**src/core/acr_pkg.sv**
```systemverilog
// Constants, types and layout for the ADC configuration register bank
package acr_pkg;
	// Register offsets
	localparam logic [7:0] ADDR_STATUS   = 8'h00;
	localparam logic [7:0] ADDR_FORMAT   = 8'h02;
	localparam logic [7:0] ADDR_AVERAGE  = 8'h03;
	localparam logic [7:0] ADDR_OPMODE   = 8'h04;
	localparam logic [7:0] ADDR_PINFUNC  = 8'h05;
	localparam logic [7:0] ADDR_DIGDIR   = 8'h07;
	// Reset values
	localparam logic [7:0] RST_FORMAT    = 8'h00;
	localparam logic [7:0] RST_AVERAGE   = 8'h00;
	localparam logic [7:0] RST_OPMODE    = 8'h00;
	localparam logic [7:0] RST_PINFUNC   = 8'h00;
	localparam logic [7:0] RST_DIGDIR    = 8'h00;
	// Writable bits; everything else is reserved
	localparam logic [7:0] FORMAT_WMASK  = 8'hB3;
	localparam logic [7:0] AVERAGE_WMASK = 8'h07;
	// Field positions
	localparam int FMT_PATTERN_BIT = 7;
	localparam int FMT_APPEND_LSB  = 4;
	localparam int FMT_SERIAL_LSB  = 0;
	localparam int OPM_HALT_BIT    = 7;
	localparam int OPM_MODE_LSB    = 5;
	localparam int OPM_OSC_BIT     = 4;
	localparam int OPM_DIV_LSB     = 0;
	localparam int STAT_CRC_BIT    = 1;
	// Encodings
	localparam logic [11:0] TEST_CODE    = 12'hA5A;
	localparam logic [1:0]  APPEND_NONE  = 2'h0;
	localparam logic [1:0]  APPEND_CHID  = 2'h1;
	localparam logic [1:0]  APPEND_FLAGS = 2'h2;
	localparam logic [1:0]  MODE_MANUAL  = 2'h0;
	localparam logic [1:0]  MODE_AUTO    = 2'h1;
	// Timing: base tick of each oscillator
	localparam int CLK_MHZ      = 40;
	localparam int HS_TICK_NS   = 1000;
	localparam int LP_TICK_NS   = 100000;
	localparam int HS_TICK_CYC  = (HS_TICK_NS * CLK_MHZ) / 1000;
	localparam int LP_TICK_CYC  = (LP_TICK_NS * CLK_MHZ) / 1000;
	// Averager states, Gray along idle to collecting
	typedef enum logic [1:0] {
		ACR_IDLE    = 2'b00,
		ACR_COLLECT = 2'b01
	} acr_avg_e;
	// One conversion from the converter core
	typedef struct packed {
		logic [11:0] code;
		logic [3:0]  chid;
		logic [3:0]  flags;
	} acr_sample_s;
	// One readout word: data then appended tail
	typedef struct packed {
		logic [11:0] code;
		logic [3:0]  tail;
	} acr_word_s;
endpackage : acr_pkg

```
**src/core/acr_bank.sv**
```systemverilog
// Configuration register bank with averager, conversion timer and CRC fault handling
`timescale 1ns/1ps
module acr_bank #(
	parameter int TICK_HS = acr_pkg::HS_TICK_CYC,
	parameter int TICK_LP = acr_pkg::LP_TICK_CYC
) (
	// Clock and reset
	input  wire logic               core_clk,
	input  wire logic               rst_n,
	// Register port from the serial front end
	input  wire logic [7:0]         reg_addr,
	input  wire logic [7:0]         reg_wdata,
	input  wire logic               reg_wr,
	input  wire logic               reg_rd,
	output logic [7:0]              reg_rdata,
	// Fault event from the interface CRC checker
	input  wire logic               crc_fault_evt,
	// Conversion control
	input  wire logic               host_conv_req,
	output logic                    conv_start,
	input  wire logic               sample_valid,
	input  wire acr_pkg::acr_sample_s sample,
	output logic                    result_valid,
	output acr_pkg::acr_word_s      result,
	// Configuration seen by the rest of the device
	output logic [1:0]              serial_mode_select,
	output logic                    oscillator_choice,
	output logic [7:0]              channel_is_digital,
	output logic [7:0]              digital_dir,
	output logic                    sequencing_enable,
	output logic                    input_crc_fault_flag
);
	localparam int PW = 17;
	// Refuse ticks the prescaler cannot count
	if (TICK_HS < 1 || TICK_LP < 1 || TICK_HS >= 2**PW || TICK_LP >= 2**PW) begin : g_bad
		$error("acr_bank: tick counts out of range");
	end

	// Address match helper
	function automatic logic hit(input logic [7:0] a, input logic [7:0] o);
		return a == o;
	endfunction : hit

	// Registers
	logic [7:0]  fmt_r;                 // Output format
	logic [7:0]  avg_r;                 // Averaging ratio
	logic [7:0]  opm_r;                 // Operating mode
	logic [7:0]  pin_r;                 // Channel function
	logic [7:0]  dir_r;                 // Digital direction
	logic [7:0]  save_r;                // Pin setting held across a forced period
	logic        flag_r;                // Sticky CRC fault
	logic        force_r;               // All channels forced analog
	logic [7:0]  rdata_r;               // Read data
	logic [PW-1:0] presc_r;             // Oscillator tick prescaler
	logic [3:0]  div_r;                 // Divider tick counter
	logic        start_r;               // Conversion start pulse
	acr_pkg::acr_avg_e st_r;            // Averager state
	logic [18:0] acc_r;                 // Running sum, 12 + 7 bits
	logic [6:0]  cnt_r;                 // Samples taken so far
	logic        res_vld_r;             // Result pulse
	acr_pkg::acr_word_s res_r;          // Result word

	// Decode of writes
	wire wr_stat = reg_wr && hit(reg_addr, acr_pkg::ADDR_STATUS);
	wire wr_fmt  = reg_wr && hit(reg_addr, acr_pkg::ADDR_FORMAT);
	wire wr_avg  = reg_wr && hit(reg_addr, acr_pkg::ADDR_AVERAGE);
	wire wr_opm  = reg_wr && hit(reg_addr, acr_pkg::ADDR_OPMODE);
	wire wr_pin  = reg_wr && hit(reg_addr, acr_pkg::ADDR_PINFUNC);
	wire wr_dir  = reg_wr && hit(reg_addr, acr_pkg::ADDR_DIGDIR);

	// Field views
	wire       pat_en  = fmt_r[acr_pkg::FMT_PATTERN_BIT];
	wire [1:0] append  = fmt_r[acr_pkg::FMT_APPEND_LSB +: 2];
	wire [2:0] ratio   = avg_r[2:0];
	wire       halt    = opm_r[acr_pkg::OPM_HALT_BIT];
	wire [1:0] mode    = opm_r[acr_pkg::OPM_MODE_LSB +: 2];
	wire       osc_lp  = opm_r[acr_pkg::OPM_OSC_BIT];
	wire [3:0] clk_div = opm_r[acr_pkg::OPM_DIV_LSB +: 4];

	// Reserved bits masked off on write
	wire [7:0] fmt_nxt = wr_fmt ? (reg_wdata & acr_pkg::FORMAT_WMASK) : fmt_r;
	wire [7:0] avg_nxt = wr_avg ? (reg_wdata & acr_pkg::AVERAGE_WMASK) : avg_r;
	// Reserved mode codes keep the old mode
	wire       mode_ok = (reg_wdata[acr_pkg::OPM_MODE_LSB +: 2] == acr_pkg::MODE_MANUAL)
		|| (reg_wdata[acr_pkg::OPM_MODE_LSB +: 2] == acr_pkg::MODE_AUTO);
	wire [1:0] mode_w  = mode_ok ? reg_wdata[acr_pkg::OPM_MODE_LSB +: 2] : mode;
	wire [7:0] opm_nxt = wr_opm ? {reg_wdata[7], mode_w, reg_wdata[4:0]} : opm_r;

	// Fault flag: a new fault beats a clear in the same cycle
	wire clr_flag  = wr_stat && reg_wdata[acr_pkg::STAT_CRC_BIT];
	wire flag_nxt  = crc_fault_evt || (flag_r && !clr_flag);
	// Forcing starts only with the halt bit set; ends with the flag
	// A repeat fault while forced must not overwrite the saved pin copy
	wire enter     = crc_fault_evt && halt && !force_r;
	wire force_nxt = (crc_fault_evt && halt) || (force_r && flag_nxt);
	wire restore   = force_r && !force_nxt;
	// Pin setting frozen while forced so the saved copy stays valid
	wire [7:0] pin_nxt = restore ? save_r
		: ((wr_pin && !force_r) ? reg_wdata : pin_r);
	wire [7:0] save_nxt = enter ? pin_r : save_r;

	// Read mux; unmapped offsets read zero
	// Only the fault flag shows in status; every other bit reads zero
	wire [7:0] stat_rd = {7'h00, flag_r} << acr_pkg::STAT_CRC_BIT;
	wire [7:0] rd_mux =
		hit(reg_addr, acr_pkg::ADDR_STATUS)  ? stat_rd :
		hit(reg_addr, acr_pkg::ADDR_FORMAT)  ? fmt_r   :
		hit(reg_addr, acr_pkg::ADDR_AVERAGE) ? avg_r   :
		hit(reg_addr, acr_pkg::ADDR_OPMODE)  ? opm_r   :
		hit(reg_addr, acr_pkg::ADDR_PINFUNC) ? pin_r   :
		hit(reg_addr, acr_pkg::ADDR_DIGDIR)  ? dir_r   : 8'h00;

	// Register file
	// Read data is registered and held, so the serial side may fetch it late
	always_ff @(posedge core_clk or negedge rst_n) begin
		if (!rst_n) begin
			fmt_r   <= acr_pkg::RST_FORMAT;
			avg_r   <= acr_pkg::RST_AVERAGE;
			opm_r   <= acr_pkg::RST_OPMODE;
			pin_r   <= acr_pkg::RST_PINFUNC;
			dir_r   <= acr_pkg::RST_DIGDIR;
			save_r  <= acr_pkg::RST_PINFUNC;
			flag_r  <= 1'b0;
			force_r <= 1'b0;
			rdata_r <= 8'h00;
		end else begin
			fmt_r   <= fmt_nxt;
			avg_r   <= avg_nxt;
			opm_r   <= opm_nxt;
			pin_r   <= pin_nxt;
			dir_r   <= wr_dir ? reg_wdata : dir_r;
			save_r  <= save_nxt;
			flag_r  <= flag_nxt;
			force_r <= force_nxt;
			rdata_r <= reg_rd ? rd_mux : rdata_r;
		end
	end

	// Conversion timer: low-power tick is slower, divider stretches it
	wire [PW-1:0] tick_len = osc_lp ? PW'(TICK_LP) : PW'(TICK_HS);
	wire          auto_on  = (mode == acr_pkg::MODE_AUTO) && !force_r;
	// Compare with >=: a switch to the shorter tick must not strand the prescaler
	wire          tick     = (presc_r >= tick_len - PW'(1));
	// Divider compared with >= so a smaller divider takes effect at once
	wire          fire     = tick && (div_r >= clk_div);
	wire [PW-1:0] presc_nxt = (!auto_on || tick) ? '0 : presc_r + PW'(1);
	wire [3:0]    div_nxt  = (!auto_on || fire) ? 4'h0 : (tick ? div_r + 4'h1 : div_r);
	// Manual starts follow host requests only; suspended while forced
	wire start_nxt = !force_r && (((mode == acr_pkg::MODE_MANUAL) && host_conv_req)
		|| (auto_on && fire));

	// Timer flops
	always_ff @(posedge core_clk or negedge rst_n) begin
		if (!rst_n) begin
			presc_r <= '0;
			div_r   <= 4'h0;
			start_r <= 1'b0;
		end else begin
			presc_r <= presc_nxt;
			div_r   <= div_nxt;
			start_r <= start_nxt;
		end
	end

	// Averager: sum 2^ratio samples then shift down
	// 19-bit sum so 128 full-scale codes cannot overflow
	wire [18:0] sum_all  = acc_r + {7'h00, sample.code};
	wire [6:0]  cnt_last = 7'((8'h01 << ratio) - 8'h01);
	wire        last     = sample_valid && (cnt_r == cnt_last);
	wire [18:0] avg_val  = sum_all >> ratio;
	// Pattern overrides data; tail per append code, reserved gives none
	wire [11:0] out_code = pat_en ? acr_pkg::TEST_CODE : avg_val[11:0];
	wire [3:0]  out_tail = (append == acr_pkg::APPEND_CHID)  ? sample.chid  :
		(append == acr_pkg::APPEND_FLAGS) ? sample.flags : 4'h0;
	acr_pkg::acr_avg_e st_nxt;
	// Ratio change restarts the sum so no mixed average escapes
	always_comb begin
		case (st_r)
			acr_pkg::ACR_IDLE:    st_nxt = (sample_valid && !last && !wr_avg)
				? acr_pkg::ACR_COLLECT : acr_pkg::ACR_IDLE;
			acr_pkg::ACR_COLLECT: st_nxt = (last || wr_avg)
				? acr_pkg::ACR_IDLE : acr_pkg::ACR_COLLECT;
			default:              st_nxt = acr_pkg::ACR_IDLE;
		endcase
	end

	// Averager flops
	always_ff @(posedge core_clk or negedge rst_n) begin
		if (!rst_n) begin
			st_r      <= acr_pkg::ACR_IDLE;
			acc_r     <= '0;
			cnt_r     <= 7'h00;
			res_vld_r <= 1'b0;
			res_r     <= '0;
		end else begin
			st_r      <= st_nxt;
			acc_r     <= (st_nxt == acr_pkg::ACR_COLLECT && sample_valid) ? sum_all
				: ((st_nxt == acr_pkg::ACR_IDLE) ? '0 : acc_r);
			cnt_r     <= (st_nxt == acr_pkg::ACR_IDLE) ? 7'h00
				: (sample_valid ? cnt_r + 7'h01 : cnt_r);
			res_vld_r <= last && !wr_avg;
			res_r     <= (last && !wr_avg) ? {out_code, out_tail} : res_r;
		end
	end

	// Outputs
	assign reg_rdata            = rdata_r;
	assign conv_start           = start_r;
	assign result_valid         = res_vld_r;
	assign result               = res_r;
	assign serial_mode_select   = fmt_r[acr_pkg::FMT_SERIAL_LSB +: 2];
	assign oscillator_choice    = osc_lp;
	// Gate rather than overwrite, so the register keeps the pre-fault setting
	assign channel_is_digital   = force_r ? 8'h00 : pin_r;
	assign digital_dir          = dir_r;
	assign sequencing_enable    = !force_r;
	assign input_crc_fault_flag = flag_r;

	// Checks
	property p_tail(logic [1:0] code, logic [3:0] want);
		@(posedge core_clk) disable iff (!rst_n)
		res_vld_r && $past(append) == code |-> res_r.tail == want;
	endproperty
	// Readout format checks
	a_fixed_pattern: assert property (@(posedge core_clk) disable iff (!rst_n)
		res_vld_r && $past(pat_en) |-> res_r.code == acr_pkg::TEST_CODE)
		else $error("pattern readout wrong");
	a_normal_data: assert property (@(posedge core_clk) disable iff (!rst_n)
		res_vld_r && !$past(pat_en) && $past(ratio) == 3'h0
		|-> res_r.code == $past(sample.code))
		else $error("plain readout wrong");
	a_tail_none: assert property (p_tail(2'h0, 4'h0))
		else $error("tail not empty");
	a_tail_chid: assert property (p_tail(2'h1, $past(sample.chid)))
		else $error("tail lacks channel id");
	a_tail_flags: assert property (p_tail(2'h2, $past(sample.flags)))
		else $error("tail lacks flags");
	// Configuration field checks
	a_serial_mode: assert property (@(posedge core_clk) disable iff (!rst_n)
		wr_fmt |=> serial_mode_select == $past(reg_wdata[1:0]))
		else $error("serial mode not taken");
	a_osc_follow: assert property (@(posedge core_clk) disable iff (!rst_n)
		wr_opm |=> oscillator_choice == $past(reg_wdata[acr_pkg::OPM_OSC_BIT]))
		else $error("oscillator choice not taken");
	a_avg_reserved: assert property (@(posedge core_clk) disable iff (!rst_n)
		reg_rd && hit(reg_addr, acr_pkg::ADDR_AVERAGE) |=> reg_rdata[7:3] == 5'h00)
		else $error("averaging reserved bits nonzero");
	a_sample_count: assert property (@(posedge core_clk) disable iff (!rst_n)
		res_vld_r |-> 8'($past(cnt_r)) + 8'h01 == (8'h01 << $past(ratio)))
		else $error("wrong sample count");
	// CRC fault handling checks
	a_flag_set: assert property (@(posedge core_clk) disable iff (!rst_n)
		crc_fault_evt |=> flag_r)
		else $error("fault did not set flag");
	a_save_entry: assert property (@(posedge core_clk) disable iff (!rst_n)
		enter |=> save_r == $past(pin_r))
		else $error("pin setting not saved");
	a_pin_frozen: assert property (@(posedge core_clk) disable iff (!rst_n)
		force_r && !restore |=> $stable(pin_r))
		else $error("pin setting moved while forced");
	a_crc_keep: assert property (@(posedge core_clk) disable iff (!rst_n)
		crc_fault_evt && !halt && !force_r && !wr_pin
		|=> channel_is_digital == $past(pin_r) && sequencing_enable)
		else $error("pins changed without halt");
	a_crc_force: assert property (@(posedge core_clk) disable iff (!rst_n)
		crc_fault_evt && halt |=> channel_is_digital == 8'h00 && !sequencing_enable
		##1 !conv_start)
		else $error("fault did not force analog");
	a_crc_restore: assert property (@(posedge core_clk) disable iff (!rst_n)
		force_r && clr_flag && !crc_fault_evt
		|=> sequencing_enable && channel_is_digital == $past(save_r))
		else $error("pins not restored");
	// Conversion start checks
	a_manual_start: assert property (@(posedge core_clk) disable iff (!rst_n)
		!host_conv_req && mode == acr_pkg::MODE_MANUAL |=> !conv_start)
		else $error("manual start without request");
	a_auto_period: assert property (@(posedge core_clk) disable iff (!rst_n)
		fire && auto_on |=> conv_start)
		else $error("autonomous start missing");
	// Register access checks
	a_pin_write: assert property (@(posedge core_clk) disable iff (!rst_n)
		wr_pin && !force_r |=> pin_r == $past(reg_wdata))
		else $error("pin write lost");
	a_status_read: assert property (@(posedge core_clk) disable iff (!rst_n)
		reg_rd && hit(reg_addr, acr_pkg::ADDR_STATUS)
		|=> reg_rdata == ({7'h00, $past(flag_r)} << acr_pkg::STAT_CRC_BIT))
		else $error("status read wrong");
	a_reserved_zero: assert property (@(posedge core_clk) disable iff (!rst_n)
		reg_rd && hit(reg_addr, acr_pkg::ADDR_FORMAT)
		|=> reg_rdata[6] == 1'b0 && reg_rdata[3:2] == 2'h0)
		else $error("reserved bits read nonzero");
	a_flag_sticky: assert property (@(posedge core_clk) disable iff (!rst_n)
		flag_r && !clr_flag |=> flag_r)
		else $error("flag dropped");
	a_mode_guard: assert property (@(posedge core_clk) disable iff (!rst_n)
		wr_opm && reg_wdata[6] |=> mode == $past(mode))
		else $error("reserved mode accepted");
	// Scenario covers
	c_pattern: cover property (@(posedge core_clk) res_vld_r && pat_en);
	c_tail_flags: cover property (@(posedge core_clk) res_vld_r && append == acr_pkg::APPEND_FLAGS);
	c_auto: cover property (@(posedge core_clk) auto_on && conv_start);
	c_restore: cover property (@(posedge core_clk) restore);
	c_avg128: cover property (@(posedge core_clk) res_vld_r && ratio == 3'h7);
endmodule : acr_bank

```
**config.mk**
```make
export PLATFORM = sky130hd
export DESIGN_NAME = acr_bank
export DESIGN_NICKNAME = d
export VERILOG_FILES = /design/src/core/acr_pkg.sv /design/src/core/acr_bank.sv
export SDC_FILE = /design/constraint.sdc
export NUM_CORES = 1
export LEC_CHECK = 0
export BUFFER_PORTS_ARGS = -buffer_cell sky130_fd_sc_hd__buf_4
export CAP_MARGIN = 0
export CORE_ASPECT_RATIO = 0.7
export CORE_MARGIN = 1.5
export CORE_UTILIZATION = 59
export CTS_CLUSTER_SIZE = 24
export DETAILED_ROUTE_END_ITERATION = 7
export GPL_TIMING_DRIVEN = 0
export PLACE_DENSITY = 0.81
export SETUP_SLACK_MARGIN = 0.3
export SLEW_MARGIN = 20
export SYNTH_ARGS = -nofsm -noshare
export SYNTH_HDL_FRONTEND = slang
export SYNTH_SLANG_ARGS = --single-unit
```
**constraint.sdc**
```tcl
create_clock -name core_clk -period 4.15 [get_ports core_clk]
set_input_delay 1.0375 -clock core_clk [delete_from_list [all_inputs] [get_ports core_clk]]
set_output_delay 1.0375 -clock core_clk [all_outputs]
set_load 0.02 [all_outputs]
```
==> impl_metrics.tcl <==
set metrics [dict create \
    ir_worst_vdd_uv 340.3 \
    timing.critical_path.from "avg_r[0]" \
    fp-row-count 33 \
    wl_microns 20570 \
    worst_setup_path_start_kind "flip-flop" \
    clockBufferDepth 2 \
    p_seq_share_pct 30.2 \
    dieWidth_microns 133.7 \
    ioPinCount 90 \
    switchingPower_mw 1.745 \
    holdPathEnd "result[5]" \
    start_util_pct 60.41 \
    period_needed_ps 3643 \
    skew_ps 10.32 \
    vias 6624 \
    syn_inst 750 \
    cts_num_sinks 116 \
    p_clk_share_pct 32.2 \
    clock_latency_ps 410 \
    cp-end-kind "flip-flop" \
    required_ps 4440 \
    p_int_mw 2.749 \
    fin_crit_sh_pct 87.78 \
    worstHoldStart "result[5]" \
    worstPathMaxFanout 10 \
    post-route-util_pct 73.20 \
    reg2reg_from "avg_r[0]" \
    antenna_left 0 \
    final_nets 933 \
    synth_edf_count 0 \
    r2r_slack_ps 510 \
    synthToLayoutAreaGrowth_pct 21.16 \
    worst_pin_slew_ps 750.8 \
    layout-drive-gt1-share_pct 22.20 \
    fmax_mhz 274.5 \
    drc 0 \
    coreArea_sq_um 11690 \
    ys_ff_latch 116 \
    setup-tns-final_ps 0 \
    die_h_microns 94.52 \
    viasPerCell 6.425 \
    first_global_vias 6180 \
    power_density_nw_per_um2 525.4 \
    track_usage_pct 32.51 \
    syn-mean-instance-area_sq_um 9.412 \
    relSlewSlack_pct 49.84 \
    postCtsHoldBufs 0 \
    fin_cells 1031 \
    cap_violations 0 \
    criticalPathCategory "flip-flop to flip-flop" \
    maxSlewViolCount 0 \
    drt-wirelength-per-cell_microns 19.95 \
    pre_cts_ws_ps 86.80 \
    p_sw_share_pct 38.83 \
    grt_max_degree 76 \
    die_area_sq_um 12640 \
    setup_viol 0 \
    hold_class "flip-flop to flip-flop" \
    comb_power_share_pct 37.6 \
    seq_area_frac_synth_pct 41.12 \
    dp_cells 996 \
    synthArstFlopShare_pct 100.0 \
    reg2reg_to "result[5]" \
    drt-initial-drc-count 709 \
    yosysUniqueCellTypes 75 \
    nFillCells 860 \
    antenna_found_initial 0 \
    grt_setup_unrepaired "no" \
    place_congestion 0.9557 \
    diodes 0 \
    layout_common_cells "116 x dfrtp_1, 91 x buf_4, 76 x nor2_1, 64 x nand2_1, 45 x o21ai_0" \
    cts_made_buffers 17 \
    r2r_cells 14 \
    htreeDepth 4 \
    syn_area_sq_um 7059 \
    overflow 0 \
    cts_tree "yes" \
    worstHoldPathCells 1 \
    final_common_cell "dfrtp_1" \
    clkTransAtPathRegs_ps 60 \
    first_pass_iters 6 \
    hpwl_microns 14840 \
    outcome "finished clean" \
    timing.final.ws_setup_ps 507.1 \
    yosysWarnings 0 \
    synth_flop_cell "dfrtp_1" \
    portBuffers 85 \
    grt_pass1_wl_microns 31820 \
    power.leakage_nw 3.964 \
    finalHoldViolCount 0 \
    cp.arrival_ps 3940 \
    cts_root_buffer "clkbuf_16" \
]
cells in the mapped netlist (10+ instances only):
cell type | instances | share of area, %
mux2i_1 | 18 | 2.6
nor3_1 | 15 | 1.1
nand2_1 | 64 | 3.4
nor2_1 | 76 | 4.0
o21ai_0 | 45 | 3.2
nor2b_1 | 20 | 1.8
xnor2_1 | 16 | 2.0
a21o_1 | 16 | 1.7
dfrtp_1 | 116 | 41
and3_1 | 10 | 0.89
nand3_1 | 19 | 1.3
mux2_2 | 31 | 4.9
xor2_1 | 14 | 1.7
a22o_1 | 17 | 2.1
buf_2 | 10 | 0.71
inv_1 | 23 | 1.2
ha_1 | 28 | 5.0
clkbuf_1 | 23 | 1.2
a21oi_1 | 35 | 2.5
logic make-up (layout without fill, tap and decap cells):
group	after synthesis	count (layout)	share of synthesized area [%]
adders and majority gates	29	29	5.246
and+or+nand+nor	255	255	17.71
AOI/OAI and AO/OA	198	198	19.23
muxes	53	53	8.773
buffers and inverters	68	189	4.147
xor gates and xnor gates	30	30	3.722
DFF	116	116	41.12
other	1	4	0.05312
worst max-delay path: stages, from the launching register on:
cell	delay (ps)
dfrtp_1	390
clkbuf_2	280
clkbuf_4	280
nand2_1	80
ha_1	180
clkbuf_2	180
nor3b_2	230
a211oi_1	80
o32ai_1	280
a21boi_1	170
or3_4	460
clkbuf_1	270
nor2_4	250
o211ai_1	220
o21a_1	170
final cells by class:
class / count / area [sq um] / share of cell area, %
timing repair buffer: 89 / 691.9 / 8.090
tap: 157 / 196.4 / 2.297
buffer: 42 / 198.9 / 2.326
multi-input combinational: 569 / 3891 / 45.49
clock buffer: 17 / 425.4 / 4.974
clock inverter: 15 / 147.6 / 1.726
sequential: 116 / 2903 / 33.94
inverter: 26 / 98.84 / 1.156
timing repair:
item	CTS	global route
endpoints found under the setup margin	22	4
buffers inserted	0	3
pin swaps	0	1
cloned	0	0
gates resized for setup	2	4
worst max-delay path by stage:
stage / slack (ps) / cells after the start / end
floorplan: 730 / 10 / result[9]
global placement: 150 / 11 / result[9]
detailed placement: 90 / 11 / result[9]
CTS: 430 / 14 / result[5]
global route: 380 / 14 / result[5]
finish: 510 / 14 / result[5]
stage by stage:
stage / power [mW] / area, sq um / hold slack, ps
detailed placement: 2.990 / 7936 / 481.7
global route: 4.700 / 8553 / 519.0
finish: 4.494 / 8553 / 494.3
floorplan: 2.527 / 7071 / 445.3
global placement: 2.932 / 7905 / 469.1
CTS: 4.428 / 8512 / 495.0
metal layers:
metal,global-route usage (%),share of wire (%),up-vias
met2,48.93,44,393
met4,9.783,1.6,0
met3,7.837,11,41
met5,0,0,-
met1,46.70,44,3247
li1,-,-,2943
power by group through the flow:
stage / Clock, mW / Combinational [mW] / Sequential, mW
floorplan: 0 / 1.16 / 1.37
global placement: 0 / 1.56 / 1.37
detailed placement: 0 / 1.61 / 1.38
CTS: 1.44 / 1.63 / 1.36
global route: 1.49 / 1.83 / 1.37
finish: 1.45 / 1.69 / 1.36
sequential cells by signal (all words and copies together), names as in the netlist:
register              count
acc_r                    19
save_r                    8
pin_r                     8
st_r                      1
conv_start                1
avg_r                     3
reg_rdata                 8
div_r                     4
presc_r                  17
fmt_r                     5
force_r                   1
input_crc_fault_flag      1
result_valid              1
opm_r                     8
digital_dir               8
result                   16
cnt_r                     7
Note: power is estimated with default switching activity, not from simulation.
